===== src/gpio_regs_pkg.sv =====
package gpio_regs_pkg;

    localparam int DATA_PINS = 32;
    localparam int CTRL_PINS = 15;
    localparam int ENABLE_BITS = 13;

    localparam logic [31:0] PIN_ENABLE_ADDR = 32'h4300_0008;
    localparam logic [31:0] DATA_DIR_ADDR = 32'h4300_0010;
    localparam logic [31:0] DATA_VALUE_ADDR = 32'h4300_0014;
    localparam logic [31:0] CTRL_DIR_ADDR = 32'h4300_0018;
    localparam logic [31:0] CTRL_VALUE_ADDR = 32'h4300_001C;

    localparam logic [12:0] ENABLE_RESET = 13'h0000;
    localparam logic [31:0] DATA_DIR_RESET = 32'h0000_0000;
    localparam logic [31:0] DATA_VALUE_RESET = 32'h0000_0000;
    localparam logic [14:0] CTRL_DIR_RESET = 15'h0000;
    localparam logic [14:0] CTRL_VALUE_RESET = 15'h0000;

    // Bit 9 of the control registers has no pin behind it
    localparam logic [14:0] CTRL_PIN_MASK = 15'h7DFF;

    // Pin group enable bits
    localparam int EN_DATA_BYTE0 = 7;
    localparam int EN_INTERRUPT = 6;
    localparam int EN_READY = 5;
    localparam int EN_HALFWORD = 4;
    localparam int EN_BYTE_ENABLE = 3;
    localparam int EN_ADDR_STROBE = 2;
    localparam int EN_ACCESS_TYPE = 1;
    localparam int EN_STROBES = 0;

    // Control pin positions
    localparam int CP_BYTE_ENABLE_LSB = 11;
    localparam int CP_READY = 10;
    localparam int CP_INTERRUPT = 8;
    localparam int CP_ACCESS_TYPE0 = 7;
    localparam int CP_ACCESS_TYPE1 = 6;
    localparam int CP_HALFWORD = 5;
    localparam int CP_READ_WRITE = 4;
    localparam int CP_DATA_STROBE2 = 3;
    localparam int CP_DATA_STROBE1 = 2;
    localparam int CP_CHIP_SELECT = 1;
    localparam int CP_ADDR_STROBE = 0;

    localparam logic [1:0] RESP_OKAY = 2'h0;
    localparam logic [1:0] RESP_SLVERR = 2'h2;

    typedef enum logic [2:0] {
        SEL_NONE,
        SEL_ENABLE,
        SEL_DATA_DIR,
        SEL_DATA_VALUE,
        SEL_CTRL_DIR,
        SEL_CTRL_VALUE
    } reg_sel_type;

endpackage : gpio_regs_pkg


===== src/host_port_pin_gpio_regs.sv =====
// Operation
// Data input bits read the sampled pin
// Writes to data input bits change nothing
// Data output pins drive the written value
// Data output bits read back written value
// Control direction bits apply only under GPIO
// Bits 14..11 steer byte enables 3..0
// Bit 10 ready pin, bit 8 interrupt
// Bits 7,6 access type, bit 5 halfword
// Bits 4..0 rw, strobes, select, addr strobe
// Software writes zero to direction bit 9
// Control input bits read the pin level
// Writes to control input bits are ignored
// Control output pins drive written value
// Control output bits read back written value
// Control value sets outputs, reports inputs
// Direction zero is input, one is output
// Direction counts only when group enabled
// Direction bits 31..15 read zero, ignore writes (control direction only; data direction stores all 32 bits)
//
// Our own choice: the AXI4-Lite register port.
`timescale 1ns/1ps
`default_nettype none
module host_port_pin_gpio_regs #(
    parameter int DATA_W = gpio_regs_pkg::DATA_PINS,
    parameter int CTRL_W = gpio_regs_pkg::CTRL_PINS
) (
    input wire logic clk_i,
    input wire logic rst_i,
    input wire logic [31:0] s_axi_awaddr_i,
    input wire logic s_axi_awvalid_i,
    output logic s_axi_awready_o,
    input wire logic [31:0] s_axi_wdata_i,
    input wire logic [3:0] s_axi_wstrb_i,
    input wire logic s_axi_wvalid_i,
    output logic s_axi_wready_o,
    output logic [1:0] s_axi_bresp_o,
    output logic s_axi_bvalid_o,
    input wire logic s_axi_bready_i,
    input wire logic [31:0] s_axi_araddr_i,
    input wire logic s_axi_arvalid_i,
    output logic s_axi_arready_o,
    output logic [31:0] s_axi_rdata_o,
    output logic [1:0] s_axi_rresp_o,
    output logic s_axi_rvalid_o,
    input wire logic s_axi_rready_i,
    input wire logic [DATA_W-1:0] host_data_pins_in_i,
    output logic [DATA_W-1:0] host_data_pins_out_o,
    output logic [DATA_W-1:0] host_data_pins_oe_o,
    input wire logic [CTRL_W-1:0] control_pins_in_i,
    output logic [CTRL_W-1:0] control_pins_out_o,
    output logic [CTRL_W-1:0] control_pins_oe_o,
    input wire logic [DATA_W-1:0] host_port_data_out_i,
    input wire logic [DATA_W-1:0] host_port_data_oe_i,
    input wire logic [CTRL_W-1:0] host_port_ctrl_out_i,
    input wire logic [CTRL_W-1:0] host_port_ctrl_oe_i
);

    function automatic gpio_regs_pkg::reg_sel_type reg_decode(
        input logic [31:0] addr
    );
        reg_decode = gpio_regs_pkg::SEL_NONE;
        case (addr)
            gpio_regs_pkg::PIN_ENABLE_ADDR: begin
                reg_decode = gpio_regs_pkg::SEL_ENABLE;
            end
            gpio_regs_pkg::DATA_DIR_ADDR: begin
                reg_decode = gpio_regs_pkg::SEL_DATA_DIR;
            end
            gpio_regs_pkg::DATA_VALUE_ADDR: begin
                reg_decode = gpio_regs_pkg::SEL_DATA_VALUE;
            end
            gpio_regs_pkg::CTRL_DIR_ADDR: begin
                reg_decode = gpio_regs_pkg::SEL_CTRL_DIR;
            end
            gpio_regs_pkg::CTRL_VALUE_ADDR: begin
                reg_decode = gpio_regs_pkg::SEL_CTRL_VALUE;
            end
            default: begin
                reg_decode = gpio_regs_pkg::SEL_NONE;
            end
        endcase
    endfunction : reg_decode

    function automatic logic [31:0] strb_mask(input logic [3:0] strb);
        for (int k = 0; k < 4; k++) begin
            strb_mask[k*8 +: 8] = {8{strb[k]}};
        end
    endfunction : strb_mask

    // One enable bit per byte of data pins
    function automatic logic [31:0] data_group_mask(input logic [12:0] en);
        for (int k = 0; k < 4; k++) begin
            data_group_mask[k*8 +: 8] =
                {8{en[gpio_regs_pkg::EN_DATA_BYTE0 + k]}};
        end
    endfunction : data_group_mask

    // Which enable bit hands each control pin over to GPIO
    function automatic logic [14:0] ctrl_group_mask(input logic [12:0] en);
        ctrl_group_mask = '0;
        ctrl_group_mask[gpio_regs_pkg::CP_BYTE_ENABLE_LSB +: 4] =
            {4{en[gpio_regs_pkg::EN_BYTE_ENABLE]}};
        ctrl_group_mask[gpio_regs_pkg::CP_READY] =
            en[gpio_regs_pkg::EN_READY];
        ctrl_group_mask[gpio_regs_pkg::CP_INTERRUPT] =
            en[gpio_regs_pkg::EN_INTERRUPT];
        ctrl_group_mask[gpio_regs_pkg::CP_ACCESS_TYPE0] =
            en[gpio_regs_pkg::EN_ACCESS_TYPE];
        ctrl_group_mask[gpio_regs_pkg::CP_ACCESS_TYPE1] =
            en[gpio_regs_pkg::EN_ACCESS_TYPE];
        ctrl_group_mask[gpio_regs_pkg::CP_HALFWORD] =
            en[gpio_regs_pkg::EN_HALFWORD];
        ctrl_group_mask[gpio_regs_pkg::CP_READ_WRITE] =
            en[gpio_regs_pkg::EN_STROBES];
        ctrl_group_mask[gpio_regs_pkg::CP_DATA_STROBE2] =
            en[gpio_regs_pkg::EN_STROBES];
        ctrl_group_mask[gpio_regs_pkg::CP_DATA_STROBE1] =
            en[gpio_regs_pkg::EN_STROBES];
        ctrl_group_mask[gpio_regs_pkg::CP_CHIP_SELECT] =
            en[gpio_regs_pkg::EN_STROBES];
        ctrl_group_mask[gpio_regs_pkg::CP_ADDR_STROBE] =
            en[gpio_regs_pkg::EN_ADDR_STROBE];
    endfunction : ctrl_group_mask

    logic awready_q, wready_q, bvalid_q, arready_q, rvalid_q;
    logic aw_held_q, w_held_q;
    logic [31:0] awaddr_q, wdata_q, rdata_q;
    logic [3:0] wstrb_q;
    logic [1:0] bresp_q, rresp_q;
    logic [12:0] enable_q, enable_d;
    logic [31:0] data_dir_q, data_dir_d, data_val_q, data_val_d;
    logic [14:0] ctrl_dir_q, ctrl_dir_d, ctrl_val_q, ctrl_val_d;
    logic [31:0] data_out_q, data_oe_q;
    logic [14:0] ctrl_out_q, ctrl_oe_q;
    logic [31:0] data_level, data_gpio, data_in_mask, data_readback;
    logic [14:0] ctrl_level, ctrl_gpio, ctrl_in_mask, ctrl_readback;
    logic aw_hs, w_hs, ar_hs, wr_fire;
    logic [31:0] wmask, rd_value;
    gpio_regs_pkg::reg_sel_type wr_sel, rd_sel;

    pin_sync #(.WIDTH(DATA_W)) data_sync (
        .clk_i(clk_i),
        .rst_i(rst_i),
        .pin_i(host_data_pins_in_i),
        .level_o(data_level)
    );

    pin_sync #(.WIDTH(CTRL_W)) ctrl_sync (
        .clk_i(clk_i),
        .rst_i(rst_i),
        .pin_i(control_pins_in_i),
        .level_o(ctrl_level)
    );

    assign aw_hs = s_axi_awvalid_i && awready_q;
    assign w_hs = s_axi_wvalid_i && wready_q;
    assign ar_hs = s_axi_arvalid_i && arready_q;
    assign wr_fire = aw_held_q && w_held_q && !bvalid_q;
    assign wr_sel = reg_decode(awaddr_q);
    assign rd_sel = reg_decode(s_axi_araddr_i);
    assign wmask = strb_mask(wstrb_q);

    assign data_gpio = data_group_mask(enable_q);
    assign ctrl_gpio = ctrl_group_mask(enable_q);
    // A zero direction bit makes an enabled pin an input
    assign data_in_mask = data_gpio & ~data_dir_q;
    assign ctrl_in_mask = ctrl_gpio & ~ctrl_dir_q;

    // Input bits read the pin, all others the stored value
    assign data_readback = (data_level & data_in_mask)
        | (data_val_q & ~data_in_mask);
    assign ctrl_readback = (ctrl_level & ctrl_in_mask)
        | (ctrl_val_q & ~ctrl_in_mask);

    // Stored bits of input pins are shielded from writes
    assign data_val_d = (wr_fire && wr_sel == gpio_regs_pkg::SEL_DATA_VALUE)
        ? (data_val_q & ~(wmask & ~data_in_mask))
          | (wdata_q & wmask & ~data_in_mask)
        : data_val_q;
    assign ctrl_val_d = (wr_fire && wr_sel == gpio_regs_pkg::SEL_CTRL_VALUE)
        ? (ctrl_val_q & ~(wmask[14:0] & ~ctrl_in_mask))
          | (wdata_q[14:0] & wmask[14:0] & ~ctrl_in_mask)
        : ctrl_val_q;
    // Only the low 15 bits exist; the rest drop writes and read zero
    assign ctrl_dir_d = (wr_fire && wr_sel == gpio_regs_pkg::SEL_CTRL_DIR)
        ? (ctrl_dir_q & ~wmask[14:0]) | (wdata_q[14:0] & wmask[14:0])
        : ctrl_dir_q;
    assign data_dir_d = (wr_fire && wr_sel == gpio_regs_pkg::SEL_DATA_DIR)
        ? (data_dir_q & ~wmask) | (wdata_q & wmask)
        : data_dir_q;
    assign enable_d = (wr_fire && wr_sel == gpio_regs_pkg::SEL_ENABLE)
        ? (enable_q & ~wmask[12:0]) | (wdata_q[12:0] & wmask[12:0])
        : enable_q;

    assign rd_value =
        (rd_sel == gpio_regs_pkg::SEL_ENABLE) ? {19'h0_0000, enable_q} :
        (rd_sel == gpio_regs_pkg::SEL_DATA_DIR) ? data_dir_q :
        (rd_sel == gpio_regs_pkg::SEL_DATA_VALUE) ? data_readback :
        (rd_sel == gpio_regs_pkg::SEL_CTRL_DIR) ? {17'h0_0000, ctrl_dir_q} :
        (rd_sel == gpio_regs_pkg::SEL_CTRL_VALUE) ? {17'h0_0000, ctrl_readback} :
        32'h0000_0000;

    always_ff @(posedge clk_i) begin
        if (rst_i) begin
            awready_q <= 1'b0;
            wready_q <= 1'b0;
            aw_held_q <= 1'b0;
            w_held_q <= 1'b0;
            bvalid_q <= 1'b0;
            bresp_q <= gpio_regs_pkg::RESP_OKAY;
            awaddr_q <= 32'h0000_0000;
            wdata_q <= 32'h0000_0000;
            wstrb_q <= 4'h0;
        end else begin
            awready_q <= !aw_hs && !aw_held_q && !bvalid_q;
            wready_q <= !w_hs && !w_held_q && !bvalid_q;
            if (aw_hs) begin
                aw_held_q <= 1'b1;
                awaddr_q <= s_axi_awaddr_i;
            end else if (wr_fire) begin
                aw_held_q <= 1'b0;
            end
            if (w_hs) begin
                w_held_q <= 1'b1;
                wdata_q <= s_axi_wdata_i;
                wstrb_q <= s_axi_wstrb_i;
            end else if (wr_fire) begin
                w_held_q <= 1'b0;
            end
            if (wr_fire) begin
                bvalid_q <= 1'b1;
                bresp_q <= (wr_sel == gpio_regs_pkg::SEL_NONE)
                    ? gpio_regs_pkg::RESP_SLVERR : gpio_regs_pkg::RESP_OKAY;
            end else if (s_axi_bready_i) begin
                bvalid_q <= 1'b0;
            end
        end
    end

    always_ff @(posedge clk_i) begin
        if (rst_i) begin
            arready_q <= 1'b0;
            rvalid_q <= 1'b0;
            rdata_q <= 32'h0000_0000;
            rresp_q <= gpio_regs_pkg::RESP_OKAY;
        end else begin
            arready_q <= !ar_hs && !rvalid_q && !arready_q ? 1'b1
                : (ar_hs ? 1'b0 : arready_q);
            if (ar_hs) begin
                rvalid_q <= 1'b1;
                rdata_q <= rd_value;
                rresp_q <= (rd_sel == gpio_regs_pkg::SEL_NONE)
                    ? gpio_regs_pkg::RESP_SLVERR : gpio_regs_pkg::RESP_OKAY;
            end else if (s_axi_rready_i) begin
                rvalid_q <= 1'b0;
            end
        end
    end

    always_ff @(posedge clk_i) begin
        if (rst_i) begin
            enable_q <= gpio_regs_pkg::ENABLE_RESET;
            data_dir_q <= gpio_regs_pkg::DATA_DIR_RESET;
            data_val_q <= gpio_regs_pkg::DATA_VALUE_RESET;
            ctrl_dir_q <= gpio_regs_pkg::CTRL_DIR_RESET;
            ctrl_val_q <= gpio_regs_pkg::CTRL_VALUE_RESET;
        end else begin
            enable_q <= enable_d;
            data_dir_q <= data_dir_d;
            data_val_q <= data_val_d;
            ctrl_dir_q <= ctrl_dir_d;
            ctrl_val_q <= ctrl_val_d;
        end
    end

    // Pins leave through flops; host-port paths gain one cycle
    always_ff @(posedge clk_i) begin
        if (rst_i) begin
            data_out_q <= 32'h0000_0000;
            data_oe_q <= 32'h0000_0000;
            ctrl_out_q <= 15'h0000;
            ctrl_oe_q <= 15'h0000;
        end else begin
            data_out_q <= (data_gpio & data_val_q)
                | (~data_gpio & host_port_data_out_i);
            data_oe_q <= (data_gpio & data_dir_q)
                | (~data_gpio & host_port_data_oe_i);
            ctrl_out_q <= (ctrl_gpio & ctrl_val_q)
                | (~ctrl_gpio & host_port_ctrl_out_i);
            ctrl_oe_q <= ((ctrl_gpio & ctrl_dir_q)
                | (~ctrl_gpio & host_port_ctrl_oe_i))
                & gpio_regs_pkg::CTRL_PIN_MASK;
        end
    end

    assign s_axi_awready_o = awready_q;
    assign s_axi_wready_o = wready_q;
    assign s_axi_bvalid_o = bvalid_q;
    assign s_axi_bresp_o = bresp_q;
    assign s_axi_arready_o = arready_q;
    assign s_axi_rvalid_o = rvalid_q;
    assign s_axi_rdata_o = rdata_q;
    assign s_axi_rresp_o = rresp_q;
    assign host_data_pins_out_o = data_out_q;
    assign host_data_pins_oe_o = data_oe_q;
    assign control_pins_out_o = ctrl_out_q;
    assign control_pins_oe_o = ctrl_oe_q;
endmodule : host_port_pin_gpio_regs
`default_nettype wire


===== src/pin_sync.sv =====
`timescale 1ns/1ps
`default_nettype none
module pin_sync #(
    parameter int WIDTH = 32
) (
    input wire logic clk_i,
    input wire logic rst_i,
    input wire logic [WIDTH-1:0] pin_i,
    output logic [WIDTH-1:0] level_o
);

    logic [WIDTH-1:0] stage1_q;
    logic [WIDTH-1:0] stage2_q;

    // First stage feeds only the second stage
    always_ff @(posedge clk_i) begin
        if (rst_i) begin
            stage1_q <= '0;
            stage2_q <= '0;
        end else begin
            stage1_q <= pin_i;
            stage2_q <= stage1_q;
        end
    end

    assign level_o = stage2_q;

endmodule : pin_sync
`default_nettype wire


===== config.mk =====
export PLATFORM = sky130hd
export DESIGN_NAME = host_port_pin_gpio_regs
export DESIGN_NICKNAME = d
export VERILOG_FILES = /design/src/gpio_regs_pkg.sv /design/src/host_port_pin_gpio_regs.sv /design/src/pin_sync.sv
export SDC_FILE = /design/constraint.sdc
export NUM_CORES = 1
export LEC_CHECK = 0
export ABC_AREA = 0
export BUFFER_PORTS_ARGS = -buffer_cell sky130_fd_sc_hd__clkbuf_2
export CORE_MARGIN = 8
export CORE_UTILIZATION = 54
export DETAILED_ROUTE_END_ITERATION = 7
export PLACE_DENSITY_LB_ADDON = 0.25
export SLEW_MARGIN = 20
export SYNTH_ARGS = -nofsm -noshare
export SYNTH_HDL_FRONTEND = slang
export SYNTH_SLANG_ARGS = --single-unit

===== constraint.sdc =====
create_clock -name clk_i -period 2.26 [get_ports clk_i]
set_clock_uncertainty 0.05 [all_clocks]
set_input_delay 0.226 -clock clk_i [delete_from_list [all_inputs] [get_ports clk_i]]
set_output_delay 0.226 -clock clk_i [all_outputs]
set_load 0.05 [all_outputs]

# Yosys cells after proc, flatten, opt, wreduce, memory -nomap -nowiden
# Cells that the tools add are included.
[word_totals] ff_bits=406 inputBits=248 output_inout_bits=135 elab_cells=144
[op_classes] n_eq_ne=20 n_mux=18 bitwise_logic=48 reduce_logical=31
[op_table] operator="$and 32x32->32" count=12
[op_table] operator="$eq 32x31->1 const B" count=10
[op_table] operator="$and 15x15->15" count=12
[op_table] operator="$not 32->32" count=5
[op_table] operator="$or 32x32->32" count=5
[op_table] operator="$mux 32" count=3
[op_table] operator="$not 15->15" count=5
[op_table] operator="$or 15x15->15" count=5
[op_table] operator="$mux 15" count=2
[op_table] operator="$pmux 3 s5" count=2
[op_table] operator="$and 13x13->13" count=2
[op_table] operator="$logic_and 1x1->1" count=16
[op_table] operator="$not 13->13" count=1
[op_table] operator="$or 13x13->13" count=1
[op_table] operator="$eq 3x2->1 const B" count=4
[op_table] operator="$eq 3x3->1 const B" count=4
[op_table] operator="$reduce_bool 2->1" count=5
[op_table] operator="$mux 1" count=9
[op_table] operator="$logic_not 1->1" count=8
[op_table] operator="$eq 3x1->1 const B" count=2
[op_table] operator="$logic_not 3->1" count=2
[op_table] operator="$mux 2" count=2

# Longest topological paths before layout
# Gate-level depths: netlist of run 1.
[logic_depth] word_depth=10 mapped_depth=7 depth_no_buf=5

# Modules after synthesis
# A second synthesis of run 1 with hierarchy kept.
[hier_totals] hier_cells=1609 area_unflattened_um2=15504.9
[by_module_without_submodules] mod="host_port_pin_gpio_regs" n_inst=1 cells_per_inst=1411 area_per_inst_um2=12704.7 seq_area_each_um2=6185.9
[by_module_without_submodules] mod="pin_sync (data_sync)" n_inst=1 cells_per_inst=135 area_per_inst_um2=1918.1 seq_area_each_um2=1281.2
[by_module_without_submodules] mod="pin_sync (ctrl_sync)" n_inst=1 cells_per_inst=63 area_per_inst_um2=882.1 seq_area_each_um2=600.6

# Least setup slack after synthesis of run 1
# No wires, ideal clock.
[synth_timing] path_type="register to register" startpoint="reg arready_q, in the netlist s_axi_arready_o" endpoint="reg rdata_q[0], in the netlist s_axi_rdata_o[0]" setup_ns=0.069 arrival_ns=2.113 required_ns=2.141 path_slack_ns=0.027 path_stages_with_launch=7 path_buffers=1 period_less_slack_ns=2.233 cell_sequence="dfxtp_1 -> and2_1 -> clkbuf_1 -> nand4_1 -> nor4b_4 -> a22oi_1 -> o21ai_1"
[synth_between] elab_chain_cells=1
[synth_rtl] item="from (decl)" line_no="host_port_pin_gpio_regs.sv:126" text="logic awready_q, wready_q, bvalid_q, arready_q, rvalid_q;"
[synth_rtl] item="from (signal assigned)" line_no="host_port_pin_gpio_regs.sv:248" text="arready_q <= !ar_hs && !rvalid_q && !arready_q ? 1'b1"
[synth_rtl] item="$logic_and 1x1->1" line_no="host_port_pin_gpio_regs.sv:158" text="assign ar_hs = s_axi_arvalid_i && arready_q;"
[synth_rtl] item="to (signal assigned)" line_no="host_port_pin_gpio_regs.sv:252" text="rdata_q <= rd_value;"
[synth_rtl] item="to (decl)" line_no="host_port_pin_gpio_regs.sv:128" text="logic [31:0] awaddr_q, wdata_q, rdata_q;"
# Every way passes these cells.
# A chain may end at the register's enable or synchronous reset.

==> summary.md, run 1 <==
| Metric | Value |
|---|---|
| DIE WIDTH | 188 µm |
| DPL Wire Length | 35600 µm |
| Routed WL | 55300 µm |
| Slew HR | 0.300 |
| TritonCTS buffer count | 41 |
| Mapped Area | 16000 µm² |
| Worst-path clk slew | 60 ps |
| Nets | 2559 |
| Final Wtd Congestion | 0.918 |
| First-pass GRT wire length | 85600 µm |
| Worst setup SP type | flop |
| R2R setup slack | 130 ps |
| Initial antenna violation count | 7 |
| Wire length per cell | 20.2 µm |
| Setup violations, final | 0 |
| Slew Viols, Final | 0 |
| Initial core utilization | 0.544 |
| Register area | 8030 µm² |
| H-tree levels | 2 |
| Hold Violations, Final | 0 |
| Gr ovfl total | 0 |
| # IOs | 383 |
| Share of layout cells above drive strength 1 | 0.234 |
| Critical path arrival | 2460 ps |
| Kind of end point of the critical path | flop |
| Status | completed |
| DRC Markers | 0 |
| CTS tree | built |
| Full die area | 35400 µm² |
| Final WS setup | 134 ps |
| Place WS | 11.5 ps |
| FF-to-FF path depth | 7 |
| GRT Total Usage | 0.297 |
| Area of the core | 29400 µm² |
| CP most frequent cell | buf_4 |
| Clk_lat worst skew | 530 ps |
| Placed Area | 18500 µm² |
| CP Cell Sequence | nor4bb_2 -> nand4_2 -> buf_4 -> nor4_4 -> buf_4 -> mux2i_1 -> nor2_1 |
| Slew @ Worst Pin | 1050 ps |
| Post-synthesis cell count | 1725 |
| Multi-input gate area | 7490 µm² |
| Ys Warns | 0 |
| Flops & latches, synth | 401 |
| Worst Hold Class | in -> reg |
| Initial DRT Pass Iterations | 6 |
| Min Hold Slack | 9.96 ps |
| CTS Buffer Depth | 3 |
| Vias in the first global route | 15400 |
| Antenna Violating Nets Remaining | 0 |
| Ys flop type | dfxtp_1 |
| Syn_area_per_cell | 9.27 µm² |
| Largest net degree at the start of global routing | 219 |
| Filler cells | 2013 |
| Async SR Flop Fraction | 0 |
| Fin crit share | 0.941 |
| Pleak | 0.00923 µW |
| WHS Endpoint | s_axi_rvalid_o$_SDFFE_PP0P_ |
| Critical path required time | 2590 ps |
| Die height | 188 µm |
| Synth unique cells | 57 |
| Slowest cell delay on critical path | 390 ps |
| Crit Reg-Reg Startpoint | awaddr_q[25]$_SDFFE_PP0P_ |
| Cell row count | 63 |
| VDD IR max | 0.571 mV |
| Drt initial violations | 1355 |
| Hold path depth | 3 |
| Kind of critical path | reg -> reg |
| Root buf cell | clkbuf_16 |
| Hold_sp | s_axi_arvalid_i |
| PortBufs | 377 |
| Slowest stage cell, crit path | nor4bb_2 |
| Crit path max fanout | 5 |
| Final min period | 2130 ps |
| Via Count | 15400 |
| Max Fclk | 0.470 GHz |
| Via/cell ratio | 5.62 |
| Post-synthesis sequential area ratio | 0.502 |
| Pwr/cell area | 723 nW/µm² |
| Post-synth EDFFs | 0 |
| Final Instance Area | 22000 µm² |
| Area Growth Syn to Fin | 37.8% |
| Clock Sinks | 401 |
| Max-Cap Viols | 0 |
cell usage after synthesis, types with 11 or more instances:
| master | instances | area share |
|---|---|---|
| nand3_1 | 29 | 0.0091 |
| mux2i_1 | 181 | 0.11 |
| clkbuf_1 | 86 | 0.020 |
| o41ai_1 | 14 | 0.0077 |
| nand4b_1 | 26 | 0.014 |
| buf_1 | 12 | 0.0028 |
| inv_1 | 14 | 0.0033 |
| and2_1 | 15 | 0.0059 |
| nor3_1 | 22 | 0.0069 |
| buf_2 | 11 | 0.0034 |
| or4_1 | 16 | 0.0075 |
| a22oi_1 | 27 | 0.013 |
| dfxtp_1 | 401 | 0.50 |
| o21ai_0 | 23 | 0.0072 |
| o21ai_1 | 26 | 0.0081 |
| nand3b_1 | 12 | 0.0056 |
| nand2_1 | 195 | 0.046 |
| nand4_1 | 12 | 0.0047 |
| a221oi_1 | 11 | 0.0060 |
| nor2b_1 | 130 | 0.051 |
| nor2_1 | 188 | 0.044 |
| o31ai_1 | 17 | 0.0080 |
| and3_1 | 14 | 0.0055 |
| nor4_1 | 12 | 0.0047 |
| a21oi_1 | 129 | 0.040 |
routing by layer:
metal | global-route usage | wire length (µm) | vias up
li1 | - | - | 7193
met1 | 0.379 | 22500 | 7279
met2 | 0.487 | 26000 | 789
met3 | 0.0615 | 4900 | 129
met4 | 0.113 | 1880 | 2
met5 | 0 | 13 | -
worst max-delay path: cells and delay by family, from the launching register on:
| family | cells | cell delay, ps |
|---|---|---|
| AND/OR/NAND/NOR | 4 | 950 |
| flip-flops | 1 | 330 |
| multiplexers | 1 | 190 |
| buffers and inverters | 2 | 440 |
cells in the final DEF (no fill, tap or decap), types with 17 or more instances in the layout:
cell type,n
mux2i_1,181
clkbuf_2,376
o31ai_1,17
buf_4,61
nand4b_1,26
a21oi_1,129
nor2_1,187
dfxtp_1,400
o21ai_0,23
nand2_1,195
o21ai_1,26
clkbuf_16,43
nor2b_1,130
nor3_1,22
nand3_1,29
a22oi_1,27
dlygate4sd3_1,211
area by class of cell:
cell class,instances,share of cell area
multi-input combinational,1197,0.340
antenna,7,0.000795
inverter,15,0.00256
tap,390,0.0221
clock buffer,66,0.0591
clock inverter,7,0.00301
sequential,401,0.364
timing repair buffer,655,0.208
power by group:
group | leakage (µW) | internal [µW] | switching [µW]
clock | 0.000676 | 4050 | 2780
sequential | 0.00328 | 7310 | 138
combinational | 0.00527 | 670 | 983
total | 0.00923 | 12000 | 3900
how the worst max path moves through the flow:
stage / start / endpoint / slack, ps / cells after the start
floorplan: s_axi_arready_o$_SDFFE_PP0P_ / s_axi_rdata_o[0]$_SDFFE_PP0P_ / 30 / 6
global placement: awaddr_q[7]$_SDFFE_PP0P_ / flop / 60 / 6
detailed placement: awaddr_q[7]$_SDFFE_PP0P_ / flop / 10 / 6
CTS: awaddr_q[25]$_SDFFE_PP0P_ / data_val_q[6]$_SDFFE_PP0P_ / 70 / 6
global route: awaddr_q[25]$_SDFFE_PP0P_ / ctrl_val_q[3]$_SDFFE_PP0P_ / -20 / 6
finish: awaddr_q[25]$_SDFFE_PP0P_ / flop / 130 / 7
logic make-up (layout without fill, tap and decap cells):
| group | count (synthesis) | count (layout) | share of synthesized area |
|---|---|---|---|
| AND/OR/NAND/NOR | 717 | 717 | 0.235 |
| flip-flops | 401 | 401 | 0.502 |
| AO/OA/AOI/OAI | 288 | 288 | 0.111 |
| multiplexers | 189 | 189 | 0.119 |
| buffers and inverters | 129 | 743 | 0.0323 |
| other | 1 | 10 | 0.000235 |
repair_timing:
action,CTS,global route
pin swaps,1,0
gates resized for setup,0,6
endpoints found under the hold margin,212,0
buffers inserted,1,0
endpoints found under the setup margin,1,86
hold buffers,211,0
stage by stage:
stage	utilization	setup TNS [ps]	total power [µW]	instances
after floorplan	-	0	8370	1727
after global placement	0.629	0	8850	2446
after detailed placement	0.629	0	8880	2446
after CTS	0.748	0	15900	2731
after global routing	0.749	-89.6	16400	2736
final	0.749	0	15900	2738
(Power assumes the default switching activity.)
==> inputs of run 2 (changes only) <==
--- a/config.mk
+++ b/config.mk
@@ -7,7 +7,7 @@
 export LEC_CHECK = 0
 export ABC_AREA = 0
 export BUFFER_PORTS_ARGS = -buffer_cell sky130_fd_sc_hd__clkbuf_2
-export CORE_MARGIN = 8
+export CORE_MARGIN = 5
 export CORE_UTILIZATION = 54
 export DETAILED_ROUTE_END_ITERATION = 7
 export PLACE_DENSITY_LB_ADDON = 0.25
==> run 2 against run 1 <==
Against the previous run: sequential share of layout area about the same; via count decreased by 0.24%; clock power up 2%; fmax rose by 0.81%; first-iteration DRC count up 7.5%; die area shrank 6.3%; design area about the same; count of clock-buffer cells in the layout shrank 10; worst hold slack better by 10 ps; critical path type unchanged.
==> summary.md, run 2 (synthesis results as in run 1) <==
| Metric | Value |
|---|---|
| Status | completed |
| Via Count | 15400 (-0.24%) |
| # IOs | 383 (unchanged) |
| GRT Total Usage | 0.309 (+0.0121) |
| CTS tree | built |
| Fin crit share | 0.933 (-0.00757) |
| Pwr/cell area | 730 nW/µm² (+0.93%) |
| Wire length per cell | 19.6 µm (-3.1%) |
| Switching Fraction | 0.246 (+0.00145) |
| Drt initial violations | 1456 (+7.5%) |
| Die height | 182 µm (-3.2%) |
| Initial antenna violation count | 0 (-7) |
| DRC Markers | 0 (unchanged) |
| Antenna Violating Nets Remaining | 0 (unchanged) |
| Cell row count | 63 (unchanged) |
| DPL Wire Length | 34300 µm (-3.6%) |
| PortBufs | 377 (unchanged) |
| Routed WL | 53500 µm (-3.3%) |
| RSZ-0062 raised after global routing | no |
| Vias in the first global route | 15400 (+0.40%) |
| Clock power share | 0.435 (+0.006) |
| Full die area | 33100 µm² (-6.3%) |
| Clock Sinks | 401 (unchanged) |
| Final Wtd Congestion | 0.928 (+1.0%) |
| Max Fclk | 0.474 GHz (+0.81%) |
| Critical path arrival | 2430 ps (-30 ps) |
| VDD IR max | 0.524 mV (-8.2%) |
| NetSw | 3960 µW (+1.6%) |
| Worst-path clk slew | 60 ps (about the same) |
| CP Cell Sequence | nor4_2 -> and4_2 -> nand3_1 -> buf_4 -> o41ai_1 -> a21oi_1 |
| Hold_sp | s_axi_arvalid_i |
| Worst setup startpoint | awaddr_q[11]$_SDFFE_PP0P_ |
| Slowest stage cell, crit path | nor4_2 |
| Largest net degree at the start of global routing | 133 (-39%) |
| Kind of end point of the critical path | flop |
| Clk_lat worst skew | 530 ps (about the same) |
| Slew HR | 0.306 (+0.00601) |
| Share of layout cells above drive strength 1 | 0.238 (+0.00384) |
| Critical path required time | 2580 ps (about the same) |
| Worst setup SP type | flop |
| Worst Hold Class | in -> reg |
| Pleak | 0.00922 µW (-0.11%) |
| Commonest non-fill, non-tap cell in the layout | dfxtp_1 |
| Core Util, Final | 0.750 (about the same) |
| Initial core utilization | 0.544 (unchanged) |
| Hold path depth | 3 (unchanged) |
| Root buf cell | clkbuf_16 |
| TritonCTS buffer count | 41 (unchanged) |
| Crit Reg-Reg Startpoint | awaddr_q[11]$_SDFFE_PP0P_ |
| Most frequent cells in the layout | 400 x dfxtp_1, 376 x clkbuf_2, 208 x dlygate4sd3_1 |
| Setup violations, final | 0 (unchanged) |
| Final min period | 2110 ps (-17.1 ps) |
| H-tree levels | 2 (unchanged) |
| Internal Dissipation | 12100 µW (+0.79%) |
| Gr ovfl total | 0 (unchanged) |
| Area of the core | 29400 µm² (unchanged) |
| Area Growth Syn to Fin | 37.9% (about the same) |
| Initial DRT Pass Iterations | 6 (unchanged) |
| Slowest cell delay on critical path | 430 ps (+40 ps) |
| Combinational group share of total power | 0.102 (-0.002) |
| Sequential Power Share | 0.463 (-0.004) |
| Filler cells | 2004 (-0.45%) |
| Max-Cap Viols | 0 (unchanged) |
| Min Hold Slack | 20.2 ps (+10.3 ps) |
| CTS Buffer Depth | 3 (unchanged) |
| Slew @ Worst Pin | 1040 ps (-9.01 ps) |
| Nets | 2557 (-0.078%) |
| FF-to-FF path depth | 6 (-1) |
| Slew Viols, Final | 0 (unchanged) |
| Via/cell ratio | 5.62 (about the same) |
| Kind of critical path | reg -> reg |
| First-pass GRT wire length | 83800 µm (-2.2%) |
| Crit path max fanout | 12 (+7) |
| Hold Violations, Final | 0 (unchanged) |
| DIE WIDTH | 182 µm (-3.2%) |
==> run 2: cell count changes in the layout (fill, tap and decap cells not counted), moves of 3 or more <==
| cell | before | now |
|---|---|---|
| clkbuf_1 | 9 | 5 |
| dlygate4sd3_1 | 211 | 208 |
| diode_2 | 7 | 1 |
| clkinvlp_4 | 1 | 6 |
| bufinv_16 | 1 | 4 |
| clkbuf_8 | 14 | 10 |
==> run 2: final timing paths <==
path                                      to  slack [ps]
max               ctrl_val_q[4]$_SDFFE_PP0P_         150
min              s_axi_rvalid_o$_SDFFE_PP0P_          20
max reg2reg       ctrl_val_q[4]$_SDFFE_PP0P_         150
min reg2reg  ctrl_sync.level_o[3]$_SDFF_PP0_         380
==> run 2: cell type report <==
cell class,instances,area (µm²),share of cell area
timing repair buffer,653,4550,0.206
inverter,15,56.3,0.00255
antenna,1,2.50,0.000114
tap,390,488,0.0221
clock inverter,19,225,0.0102
sequential,401,8030,0.364
clock buffer,56,1180,0.0536
multi-input combinational,1197,7510,0.341
==> run 2: critical path: cells and delay by family (launching register included) <==
kind,cells,cell delay [ps]
compound gates,2,470
buf+inv,1,220
flops,1,320
simple gates,3,880
==> run 2: timing repair <==
action / in CTS / in global routing
pin swaps: 1 / 0
buffers inserted: 1 / 0
setup endpoints to repair: 10 / 60
gates resized for setup: 0 / 9
endpoints found under the hold margin: 208 / 0
hold buffers: 208 / 0
==> run 2: power groups by stage <==
stage / sequential [µW] / clock [µW] / combinational (µW)
floorplan: 7900 / 0 / 472
global placement: 7580 / 0 / 1280
detailed placement: 7580 / 0 / 1300
CTS: 7430 / 7060 / 1590
global route: 7460 / 7360 / 1750
finish: 7440 / 7000 / 1650
==> run 2: metrics by stage <==
stage	TNS (ps)	cells	total power, µW	instance area [µm²]	worst slack (ps)
after floorplan	0	1727	8370	16000	27.4
after global placement	0	2447	8860	18500	37.8
after detailed placement	-323	2447	8880	18500	-45.3
after CTS	0	2731	16100	22000	1.23
after global routing	0	2731	16600	22000	9.49
final	0	2732	16100	22000	151
==> run 2: per-layer routing <==
metal	track usage	wire [µm]	vias to the layer above
met5	0	0	-
met4	0.0907	1480	0
met3	0.0528	4670	121
met2	0.508	25000	773
met1	0.421	22300	7286
li1	-	-	7175
